`config.mk`:
```
export PLATFORM = sky130hd
export DESIGN_NAME = grm_ctrl
export DESIGN_NICKNAME = d
export VERILOG_FILES = /design/src/include/grm_pkg.sv /design/src/verilog/grm_mode_decode.sv /design/src/verilog/grm_apb_slave.sv /design/src/verilog/grm_ctrl.sv
export SDC_FILE = /design/constraint.sdc
export NUM_CORES = 1
export LEC_CHECK = 0
export ABC_AREA = 1
export BUFFER_PORTS_ARGS = -buffer_cell sky130_fd_sc_hd__buf_2
export CORE_MARGIN = 3
export CORE_UTILIZATION = 42
export DETAILED_ROUTE_END_ITERATION = 8
export GPL_TIMING_DRIVEN = 1
export PLACE_DENSITY_LB_ADDON = 0.05
export SLEW_MARGIN = 40
export SYNTH_ARGS = -nofsm -noshare
export SYNTH_HDL_FRONTEND = slang
export SYNTH_SLANG_ARGS = --single-unit
```
`constraint.sdc`:
```
create_clock -name pclk -period 2 [get_ports pclk]
set_clock_uncertainty 0.15 [all_clocks]
set_input_delay 0.4 -clock pclk [delete_from_list [all_inputs] [get_ports pclk]]
set_output_delay 0.4 -clock pclk [all_outputs]
set_load 0.02 [all_outputs]
```
`src/include/grm_pkg.sv`:
```
// Package with constants and types for the guest/root mode control block.
package grm_pkg;

  // ************************************************************
  // Register map
  // ************************************************************
  localparam logic [7:0] GRM_OFS_CTRL = 8'h00;
  localparam logic [7:0] GRM_OFS_GCTRL = 8'h04;
  localparam logic [7:0] GRM_OFS_MODE = 8'h08;
  localparam logic [7:0] GRM_OFS_IRQ_STAT = 8'h0C;
  localparam logic [7:0] GRM_OFS_IRQ_MASK = 8'h10;

  // ************************************************************
  // Field positions
  // ************************************************************
  localparam int GRM_CTRL_GE = 0;
  localparam int GRM_CTRL_EXL = 1;
  localparam int GRM_CTRL_ERL = 2;
  localparam int GRM_CTRL_DM = 3;
  localparam int GRM_CTRL_PL_LO = 4;
  localparam int GRM_GCTRL_EXL = 0;
  localparam int GRM_GCTRL_ERL = 1;
  localparam int GRM_GCTRL_PL_LO = 2;
  localparam int GRM_MODE_LO = 0;
  localparam int GRM_MODE_GUEST = 4;
  localparam int GRM_MODE_ROOT = 5;
  localparam int GRM_MODE_CTX = 6;

  // ************************************************************
  // Reset values and event bits
  // ************************************************************
  localparam logic GRM_RST_GE = 1'h0;
  localparam logic GRM_RST_ERL = 1'h1;
  localparam logic [1:0] GRM_PL_KERNEL = 2'h0;
  localparam logic [1:0] GRM_PL_SUPER = 2'h1;
  localparam logic [1:0] GRM_PL_USER = 2'h2;
  localparam int GRM_EV_ENTER_GUEST = 0;
  localparam int GRM_EV_EXIT_GUEST = 1;
  localparam int GRM_EV_HYPERVISOR_CALL_INSTR = 2;
  localparam int GRM_EV_BAD_PL = 3;
  localparam int GRM_NEV = 4;

  typedef enum logic [3:0] {
    GRM_M_DEBUG = 4'h0,
    GRM_M_ROOT_KERNEL = 4'h1,
    GRM_M_ROOT_SUPER = 4'h2,
    GRM_M_ROOT_USER = 4'h3,
    GRM_M_GUEST_KERNEL = 4'h4,
    GRM_M_GUEST_SUPER = 4'h5,
    GRM_M_GUEST_USER = 4'h6,
    GRM_M_UNPRED = 4'h7,
    GRM_M_UNDEF = 4'h8
  } grm_mode_t;

endpackage : grm_pkg

```
`src/verilog/grm_mode_decode.sv`:
```
// Combinational decode of the operating mode from the root and guest control bits.
`timescale 1ns/1ps
module grm_mode_decode
  import grm_pkg::*;
(
  input wire logic guest_enable_bit,
  input wire logic root_exception_level_bit,
  input wire logic root_error_level_bit,
  input wire logic debug_active_bit,
  input wire logic [1:0] root_privilege_level_field,
  input wire logic guest_exception_level_bit,
  input wire logic guest_error_level_bit,
  input wire logic [1:0] guest_privilege_level_field,
  output grm_mode_t mode,
  output logic is_guest
);

  always_comb begin
    is_guest = guest_enable_bit && !root_exception_level_bit && !root_error_level_bit && !debug_active_bit;
    if (debug_active_bit) begin
      mode = GRM_M_DEBUG;
    end else if (root_error_level_bit || root_exception_level_bit) begin
      mode = GRM_M_ROOT_KERNEL;
    end else if (!guest_enable_bit) begin
      case (root_privilege_level_field)
        GRM_PL_KERNEL: mode = GRM_M_ROOT_KERNEL;
        GRM_PL_SUPER: mode = GRM_M_ROOT_SUPER;
        GRM_PL_USER: mode = GRM_M_ROOT_USER;
        default: mode = GRM_M_UNDEF;
      endcase
    end else if (root_privilege_level_field == 2'h3) begin
      mode = GRM_M_UNDEF;
    end else if (guest_error_level_bit || guest_exception_level_bit) begin
      mode = GRM_M_GUEST_KERNEL;
    end else begin
      case (guest_privilege_level_field)
        GRM_PL_KERNEL: mode = GRM_M_GUEST_KERNEL;
        GRM_PL_SUPER: mode = GRM_M_GUEST_SUPER;
        GRM_PL_USER: mode = GRM_M_GUEST_USER;
        default: mode = GRM_M_UNPRED;
      endcase
    end
  end

endmodule : grm_mode_decode

```
`src/verilog/grm_apb_slave.sv`:
```
// APB slave decode for the guest/root mode control registers.
`timescale 1ns/1ps
module grm_apb_slave
  import grm_pkg::*;
(
  input wire logic psel,
  input wire logic penable,
  input wire logic pwrite,
  input wire logic [7:0] paddr,
  input wire logic [31:0] ctrl_rd,
  input wire logic [31:0] gctrl_rd,
  input wire logic [31:0] mode_rd,
  input wire logic [31:0] stat_rd,
  input wire logic [31:0] mask_rd,
  output logic wr_ctrl,
  output logic wr_gctrl,
  output logic wr_stat,
  output logic wr_mask,
  output logic [31:0] rdata,
  output logic err
);

  logic acc;

  // ************************************************************
  // Address decode
  // ************************************************************
  always_comb begin
    acc = psel && penable;
    wr_ctrl = 1'b0;
    wr_gctrl = 1'b0;
    wr_stat = 1'b0;
    wr_mask = 1'b0;
    rdata = 32'h0;
    err = 1'b0;
    if (paddr == GRM_OFS_CTRL) begin
      wr_ctrl = acc && pwrite;
      rdata = ctrl_rd;
    end else if (paddr == GRM_OFS_GCTRL) begin
      wr_gctrl = acc && pwrite;
      rdata = gctrl_rd;
    end else if (paddr == GRM_OFS_MODE) begin
      rdata = mode_rd;
      err = pwrite;
    end else if (paddr == GRM_OFS_IRQ_STAT) begin
      wr_stat = acc && pwrite;
      rdata = stat_rd;
    end else if (paddr == GRM_OFS_IRQ_MASK) begin
      wr_mask = acc && pwrite;
      rdata = mask_rd;
    end else begin
      err = 1'b1;
    end
  end

endmodule : grm_apb_slave

```
`src/verilog/grm_ctrl.sv`:
```
// Top level of the guest/root mode control block: control bits, transitions, mode outputs.
//
// Summary of operation
// - Guest mode is reported only with guest-enable set and root exception level, error level and debug all clear.
// - Root mode is reported when guest-enable is clear or any of debug, error level or exception level is set.
// - Instructions executed in root mode select the root register context.
// - An exception return in root mode with error level and debug clear jumps to the saved root PC and clears exception level.
// - An exception taken to root sets root exception or error level before state is saved; handler uses root context.
// - The hypervisor call instruction in guest mode raises a hypercall exception that is always taken in root mode.
// - An exception return in guest mode never leads to root mode, and guest code cannot alter root control bits.
// - In guest mode the guest privilege comes from guest error level, exception level and privilege field.
// - An exception taken in guest mode without exc_to_root leaves root levels untouched and records state in the guest context.
// - Reset sets root error level to one and clears guest-enable, so execution starts in root mode.
// - With debug active the device is in debug mode regardless of other bits, in root context with full access.
// - With debug clear, root error or exception level gives root-kernel, else with guest-enable clear the root privilege field decides.
`timescale 1ns/1ps
module grm_ctrl
  import grm_pkg::*;
(
  input wire logic pclk,
  input wire logic presetn,
  input wire logic psel,
  input wire logic penable,
  input wire logic pwrite,
  input wire logic [7:0] paddr,
  input wire logic [31:0] pwdata,
  output logic [31:0] prdata,
  output logic pready,
  output logic pslverr,
  input wire logic exception_return_instr,
  input wire logic hypervisor_call_instr,
  input wire logic exc_take,
  input wire logic exc_is_error,
  input wire logic exc_to_root,
  input wire logic [63:0] exc_pc,
  input wire logic debug_enter,
  input wire logic debug_exit,
  output logic [63:0] ret_target,
  output logic ret_valid,
  output logic hypercall_exc,
  output logic guest_mode,
  output logic root_mode,
  output logic guest_ctx_sel,
  output logic [3:0] mode_code,
  output logic irq
);

  // ************************************************************
  // State
  // ************************************************************
  logic ge_ff, nxt_ge;
  logic rexl_ff, nxt_rexl;
  logic rerl_ff, nxt_rerl;
  logic dm_ff, nxt_dm;
  logic [1:0] rpl_ff, nxt_rpl;
  logic gexl_ff, nxt_gexl;
  logic gerl_ff, nxt_gerl;
  logic [1:0] gpl_ff, nxt_gpl;
  logic [63:0] repc_ff, nxt_repc;
  logic [63:0] gepc_ff, nxt_gepc;
  logic [63:0] tgt_ff, nxt_tgt;
  logic rv_ff, nxt_rv;
  logic hc_ff, nxt_hc;
  logic [GRM_NEV-1:0] stat_ff, nxt_stat;
  logic [GRM_NEV-1:0] mask_ff, nxt_mask;
  logic [31:0] prdata_ff, nxt_prdata;
  logic perr_ff, nxt_perr;
  logic gm_ff, nxt_gm;
  logic rm_ff, nxt_rm;
  logic [3:0] mc_ff, nxt_mc;
  logic irq_ff, nxt_irq;

  grm_mode_t mode;
  logic is_guest;
  logic wr_ctrl, wr_gctrl, wr_stat, wr_mask, dec_err;
  logic [31:0] dec_rdata, ctrl_rd, gctrl_rd, mode_rd;
  logic [GRM_NEV-1:0] ev;

  grm_mode_decode u_dec (
    .guest_enable_bit(ge_ff),
    .root_exception_level_bit(rexl_ff),
    .root_error_level_bit(rerl_ff),
    .debug_active_bit(dm_ff),
    .root_privilege_level_field(rpl_ff),
    .guest_exception_level_bit(gexl_ff),
    .guest_error_level_bit(gerl_ff),
    .guest_privilege_level_field(gpl_ff),
    .mode(mode),
    .is_guest(is_guest)
  );

  assign ctrl_rd = {26'h0, rpl_ff, dm_ff, rerl_ff, rexl_ff, ge_ff};
  assign gctrl_rd = {28'h0, gpl_ff, gerl_ff, gexl_ff};
  assign mode_rd = {25'h0, is_guest, !is_guest, is_guest, mode};

  grm_apb_slave u_apb (
    .psel(psel),
    .penable(penable),
    .pwrite(pwrite),
    .paddr(paddr),
    .ctrl_rd(ctrl_rd),
    .gctrl_rd(gctrl_rd),
    .mode_rd(mode_rd),
    .stat_rd({{(32-GRM_NEV){1'b0}}, stat_ff}),
    .mask_rd({{(32-GRM_NEV){1'b0}}, mask_ff}),
    .wr_ctrl(wr_ctrl),
    .wr_gctrl(wr_gctrl),
    .wr_stat(wr_stat),
    .wr_mask(wr_mask),
    .rdata(dec_rdata),
    .err(dec_err)
  );

  // ************************************************************
  // Mode transitions
  // ************************************************************
  always_comb begin
    nxt_ge = ge_ff;
    nxt_rexl = rexl_ff;
    nxt_rerl = rerl_ff;
    nxt_dm = dm_ff;
    nxt_rpl = rpl_ff;
    nxt_gexl = gexl_ff;
    nxt_gerl = gerl_ff;
    nxt_gpl = gpl_ff;
    nxt_repc = repc_ff;
    nxt_gepc = gepc_ff;
    nxt_tgt = tgt_ff;
    nxt_rv = 1'b0;
    nxt_hc = 1'b0;
    ev = '0;
    // Software writes model root-kernel writes; guest code has no path to them.
    if (wr_ctrl && !is_guest) begin
      nxt_ge = pwdata[GRM_CTRL_GE];
      nxt_rexl = pwdata[GRM_CTRL_EXL];
      nxt_rerl = pwdata[GRM_CTRL_ERL];
      nxt_dm = pwdata[GRM_CTRL_DM];
      nxt_rpl = pwdata[GRM_CTRL_PL_LO +: 2];
    end
    if (wr_gctrl) begin
      nxt_gexl = pwdata[GRM_GCTRL_EXL];
      nxt_gerl = pwdata[GRM_GCTRL_ERL];
      nxt_gpl = pwdata[GRM_GCTRL_PL_LO +: 2];
    end
    // Pipeline events take priority over a same-cycle software write.
    if (debug_enter) begin
      nxt_dm = 1'b1;
    end else if (debug_exit) begin
      nxt_dm = 1'b0;
    end else if (hypervisor_call_instr && is_guest) begin
      nxt_hc = 1'b1;
      nxt_rexl = 1'b1;
      nxt_repc = exc_pc;
      ev[GRM_EV_HYPERVISOR_CALL_INSTR] = 1'b1;
      ev[GRM_EV_EXIT_GUEST] = 1'b1;
    end else if (exc_take && (exc_to_root || !is_guest)) begin
      // Level set before state save so the handler sees root mode.
      if (exc_is_error) begin
        nxt_rerl = 1'b1;
      end else begin
        nxt_rexl = 1'b1;
        nxt_repc = exc_pc;
      end
      ev[GRM_EV_EXIT_GUEST] = is_guest;
    end else if (exc_take) begin
      if (exc_is_error) begin
        nxt_gerl = 1'b1;
      end else begin
        nxt_gexl = 1'b1;
        nxt_gepc = exc_pc;
      end
    end else if (exception_return_instr && !dm_ff) begin
      if (is_guest) begin
        // Only guest levels move; root bits stay so guest mode holds.
        nxt_rv = 1'b1;
        if (gerl_ff) begin
          nxt_gerl = 1'b0;
        end else begin
          nxt_gexl = 1'b0;
          nxt_tgt = gepc_ff;
        end
      end else if (!rerl_ff) begin
        nxt_rv = 1'b1;
        nxt_rexl = 1'b0;
        nxt_tgt = repc_ff;
        ev[GRM_EV_ENTER_GUEST] = ge_ff && !dm_ff;
      end
    end
    ev[GRM_EV_BAD_PL] = (mode == GRM_M_UNDEF) || (mode == GRM_M_UNPRED);
  end

  // ************************************************************
  // Outputs, interrupts and bus answer
  // ************************************************************
  always_comb begin
    nxt_stat = (stat_ff & ~(wr_stat ? pwdata[GRM_NEV-1:0] : '0)) | ev;
    nxt_mask = wr_mask ? pwdata[GRM_NEV-1:0] : mask_ff;
    nxt_irq = |(nxt_stat & nxt_mask);
    nxt_gm = is_guest;
    nxt_rm = !is_guest;
    nxt_mc = mode;
    nxt_prdata = (psel && !penable && !pwrite) ? dec_rdata : prdata_ff;
    nxt_perr = psel && !penable && dec_err;
  end

  always_ff @(posedge pclk or negedge presetn) begin
    if (!presetn) begin
      ge_ff <= GRM_RST_GE;
      rerl_ff <= GRM_RST_ERL;
      rexl_ff <= 1'b0;
      dm_ff <= 1'b0;
      rpl_ff <= GRM_PL_KERNEL;
      gexl_ff <= 1'b0;
      gerl_ff <= 1'b0;
      gpl_ff <= GRM_PL_KERNEL;
      repc_ff <= 64'h0;
      gepc_ff <= 64'h0;
      tgt_ff <= 64'h0;
      rv_ff <= 1'b0;
      hc_ff <= 1'b0;
      stat_ff <= '0;
      mask_ff <= '0;
      prdata_ff <= 32'h0;
      perr_ff <= 1'b0;
      gm_ff <= 1'b0;
      rm_ff <= 1'b1;
      mc_ff <= GRM_M_ROOT_KERNEL;
      irq_ff <= 1'b0;
    end else begin
      ge_ff <= nxt_ge;
      rerl_ff <= nxt_rerl;
      rexl_ff <= nxt_rexl;
      dm_ff <= nxt_dm;
      rpl_ff <= nxt_rpl;
      gexl_ff <= nxt_gexl;
      gerl_ff <= nxt_gerl;
      gpl_ff <= nxt_gpl;
      repc_ff <= nxt_repc;
      gepc_ff <= nxt_gepc;
      tgt_ff <= nxt_tgt;
      rv_ff <= nxt_rv;
      hc_ff <= nxt_hc;
      stat_ff <= nxt_stat;
      mask_ff <= nxt_mask;
      prdata_ff <= nxt_prdata;
      perr_ff <= nxt_perr;
      gm_ff <= nxt_gm;
      rm_ff <= nxt_rm;
      mc_ff <= nxt_mc;
      irq_ff <= nxt_irq;
    end
  end

  // The root context is selected whenever the core is not in guest mode.
  assign guest_ctx_sel = gm_ff;
  assign ret_target = tgt_ff;
  assign ret_valid = rv_ff;
  assign hypercall_exc = hc_ff;
  assign guest_mode = gm_ff;
  assign root_mode = rm_ff;
  assign mode_code = mc_ff;
  assign irq = irq_ff;
  assign prdata = prdata_ff;
  assign pslverr = perr_ff;
  assign pready = 1'b1;

  // ************************************************************
  // Assertions
  // ************************************************************
  property p_guest_def;
    @(posedge pclk) disable iff (!presetn)
      guest_mode |-> $past(ge_ff && !rexl_ff && !rerl_ff && !dm_ff);
  endproperty
  a_guest_def: assert property (p_guest_def) else $error("guest mode with root bits wrong");

  property p_root_def;
    @(posedge pclk) disable iff (!presetn)
      (!ge_ff || dm_ff || rerl_ff || rexl_ff) |=> root_mode && !guest_mode;
  endproperty
  a_root_def: assert property (p_root_def) else $error("root mode not reported");

  property p_exception_return_instr_root;
    @(posedge pclk) disable iff (!presetn)
      (exception_return_instr && !is_guest && !rerl_ff && !dm_ff && !debug_enter && !debug_exit
       && !exc_take && !hypervisor_call_instr) |=> ret_valid && !rexl_ff && ret_target == $past(repc_ff);
  endproperty
  a_exception_return_instr_root: assert property (p_exception_return_instr_root) else $error("root return wrong");

  property p_exc_root;
    @(posedge pclk) disable iff (!presetn)
      (exc_take && exc_to_root && !exc_is_error && !debug_enter && !debug_exit && !hypervisor_call_instr)
      |=> rexl_ff ##1 root_mode;
  endproperty
  a_exc_root: assert property (p_exc_root) else $error("root exception did not set level");

  property p_hypervisor_call_instr;
    @(posedge pclk) disable iff (!presetn)
      (hypervisor_call_instr && is_guest && !debug_enter && !debug_exit) |=> hypercall_exc ##1 root_mode;
  endproperty
  a_hypervisor_call_instr: assert property (p_hypervisor_call_instr) else $error("hypercall not taken in root");

  property p_guest_exception_return_instr;
    @(posedge pclk) disable iff (!presetn)
      (exception_return_instr && is_guest && !debug_enter && !exc_take && !hypervisor_call_instr)
      |=> $stable(rexl_ff) && $stable(rerl_ff) && $stable(ge_ff);
  endproperty
  a_guest_exception_return_instr: assert property (p_guest_exception_return_instr) else $error("guest return changed root bits");

  property p_guest_exc;
    @(posedge pclk) disable iff (!presetn)
      (exc_take && !exc_to_root && is_guest && !debug_enter && !debug_exit && !hypervisor_call_instr)
      |=> $stable(rexl_ff) && $stable(rerl_ff) && (gexl_ff || gerl_ff);
  endproperty
  a_guest_exc: assert property (p_guest_exc) else $error("guest exception touched root");

  property p_debug;
    @(posedge pclk) disable iff (!presetn)
      dm_ff |=> mode_code == GRM_M_DEBUG && root_mode;
  endproperty
  a_debug: assert property (p_debug) else $error("debug mode not reported");

  property p_guest_user;
    @(posedge pclk) disable iff (!presetn)
      (is_guest && !gerl_ff && !gexl_ff && gpl_ff == GRM_PL_USER && rpl_ff != 2'h3)
      |=> mode_code == GRM_M_GUEST_USER;
  endproperty
  a_guest_user: assert property (p_guest_user) else $error("guest user not decoded");

  property p_root_kernel;
    @(posedge pclk) disable iff (!presetn)
      (!dm_ff && (rerl_ff || rexl_ff)) |=> mode_code == GRM_M_ROOT_KERNEL;
  endproperty
  a_root_kernel: assert property (p_root_kernel) else $error("root kernel not decoded");

endmodule : grm_ctrl

```
==> flow_summary.ini <==
[critical_path]
arrival_ps = 2170
crit_path_start_kind = input pin
cp-end-kind = register
crit_type = input pin to register
crit_path_max_fanout = 9
cp_data_required_time_ps = 2250

[synth]
synth_cells = 1228
ys_warn_count = 0
synth_area_leaders = dfrtp_1 (54%), nand2_1 (16%), inv_1 (6.0%)
yosysUniqueCellTypes = 32
synth_area_leader_cell = dfrtp_1
avgSynthCellArea_um2 = 8.43
yosysTopAreaCellShare = 0.541
ys_seq_elements = 227
seq_area_frac_synth = 0.549
synth_area_um2 = 10400

[cells_and_area]
drive_above_1_share = 0.229
antenna_cells = 0
num-fill-cells = 2313
fin_util = 0.553
final_common_cell = nand2_1
layout.nets = 1595
mostFrequentLayoutCells = nand2_1 (450), dfrtp_1 (224), buf_2 (170), inv_1 (165), o21ai_0 (81)
syn_to_final_growth_pct = 27.3
final_cells = 1810

[drt]
wl_um = 24900
antenna_left = 0
wl_per_cell_um = 13.7
vias = 8252
drc = 0
dr.pass1.iters = 5
drtIter0Drc = 405
via_per_inst = 4.56

[timing]
rsz0062_at_grt = yes
period_share = 0.960
hold_viol = 0
fmax_mhz = 521
finalMaxSlewViolations = 0
post-route-min-period_ps = 1920
setup_tns_ps = 0
setup_viol = 0
hold_ws_ps = 14.4

[global_route]
track_usage = 0.181
grt_pass1_wl_um = 39700
antenna_found_initial = 0
grt_pass1_vias = 7895
grt_max_degree = 72
grt_overflow = 0

[placed_design]
gp_congestion = 0.849
dp.cells = 1700
dpl.hpwl_um = 15400
port-buffer-count = 171

[floorplanning]
die_h_um = 163
start_util = 0.435
core_um2 = 23800
core.rowCount = 56
pin_count = 224
fp.dieW_um = 163
die_area_um2 = 26600

[clocking]
cts_buffers = 25
clock_latency_ps = 510
path_clk_slew_ps = 60
clkSinkCount = 227
cts_max_path_buffers = 3
cts_tree = built
h-tree-depth = 1
cts-root-buf = clkbuf_16

[power_and_ir_drop]
leakage_nw = 6.98
powerDensity_nw_per_um2 = 956
ir_drop_uv = 616

[flow_run]
drv_cap = 0

[min_path]
hp-class = input pin to register

[outcome]
status = finished, final reports clean
power by group:
part,switching (mW),total [mW],internal [mW]
combinational,1.43,2.44,1.01
sequential,0.437,5.89,5.45
clock,1.76,4.28,2.52
flip-flops by register name, indices dropped and copies added, names as in the netlist, 2 cells and up:
name,flops
gepc_ff,64
repc_ff,64
ret_target,64
prdata,7
mask_ff,4
mode_code,4
stat_ff,4
gpl_ff,2
rpl_ff,2
stage by stage:
stage          power, mW  area (um2)  worst slack (ps)
3_5_place_dp        8.35       11600              70.5
2_1_floorplan       7.52       10400               187
4_1_cts             12.8       13000              56.1
5_1_grt             13.4       13200             -11.7
6_report            12.6       13200              79.5
3_3_place_gp        8.31       11600              64.7
path summary, 6_finish.rpt:
kind,slack [ps],startpoint,cells after the start,endpoint
hold reg to reg,320,prdata[6]$_DFFE_PN0P_,2,prdata[6]$_DFFE_PN0P_
hold / removal,10,exc_pc[3],3,repc_ff[3]$_DFFE_PN0P_
setup / recovery,80,debug_enter,11,ret_target[4]$_DFFE_PN0P_
max in group asynchronous,840,presetn,3,repc_ff[49]$_DFFE_PN0P_
setup reg to reg,80,rerl_ff$_DFF_PN1_,10,ret_target[4]$_DFFE_PN0P_
min in group asynchronous,210,presetn,2,pslverr$_DFF_PN0_
area by class of cell:
class	count	area [um2]	area share
clock buffers	40	742	0.0563
clock inverters	3	18.8	0.00142
inverters	168	631	0.0478
multi-input cells	772	3630	0.275
flip-flops and latches	227	5680	0.431
well taps	319	399	0.0303
repair buffers	281	2080	0.158
Yosys cell counts:
cell / instances
dfrtp_1: 224
clkbuf_1: 9
nand3_1: 22
inv_1: 166
inv_2: 2
nor2_1: 25
nor4_1: 1
conb_1: 2
buf_2: 33
nor3_1: 2
or2_2: 3
nand3_2: 1
o21a_1: 5
o211ai_1: 4
buf_4: 28
o21ai_1: 64
nand4_1: 5
nand2_1: 451
ha_1: 4
buf_1: 2
o21ai_0: 81
nand2_2: 1
nand3b_1: 3
nor2_4: 1
o311ai_0: 2
a21oi_1: 6
dfstp_2: 3
nor2_2: 2
o221ai_1: 2
nand2_4: 1
o21ai_2: 60
buf_6: 13
kinds of logic (layout without fill, tap and decap cells):
logic type,Yosys count,in the layout,share of synthesized area
DFF,227,227,0.549
buffers and inverters,253,492,0.115
AOI/OAI and AO/OA,224,224,0.134
and+or+nand+nor,518,518,0.197
other,2,26,0.000725
adders and majority gates,4,4,0.00483
per-layer routing:
metal,GRT usage,wire [um],vias to the layer above
met3,0.0269,1050,27
li1,-,-,4241
met1,0.256,11700,3803
met5,0,0,-
met4,0.0381,440,0
met2,0.299,11600,181
critical path: stages:
cell and delay (ps):
dlygate4sd3_1 530, buf_2 120, inv_1 80, nand2_1 90
inv_2 100, nand3_4 90, nor2_4 130, o21a_4 220
buf_12 160, clkbuf_16 170, o21ai_2 50
timing repair:
item / in CTS / in global routing
setup endpoints to repair: 0 / 125
endpoints found under the hold margin: 239 / 0
hold buffers: 56 / 0
setup buffers: 0 / 6
gates resized for setup: 0 / 8
No activity file was read; power rests on OpenSTA's default activity.
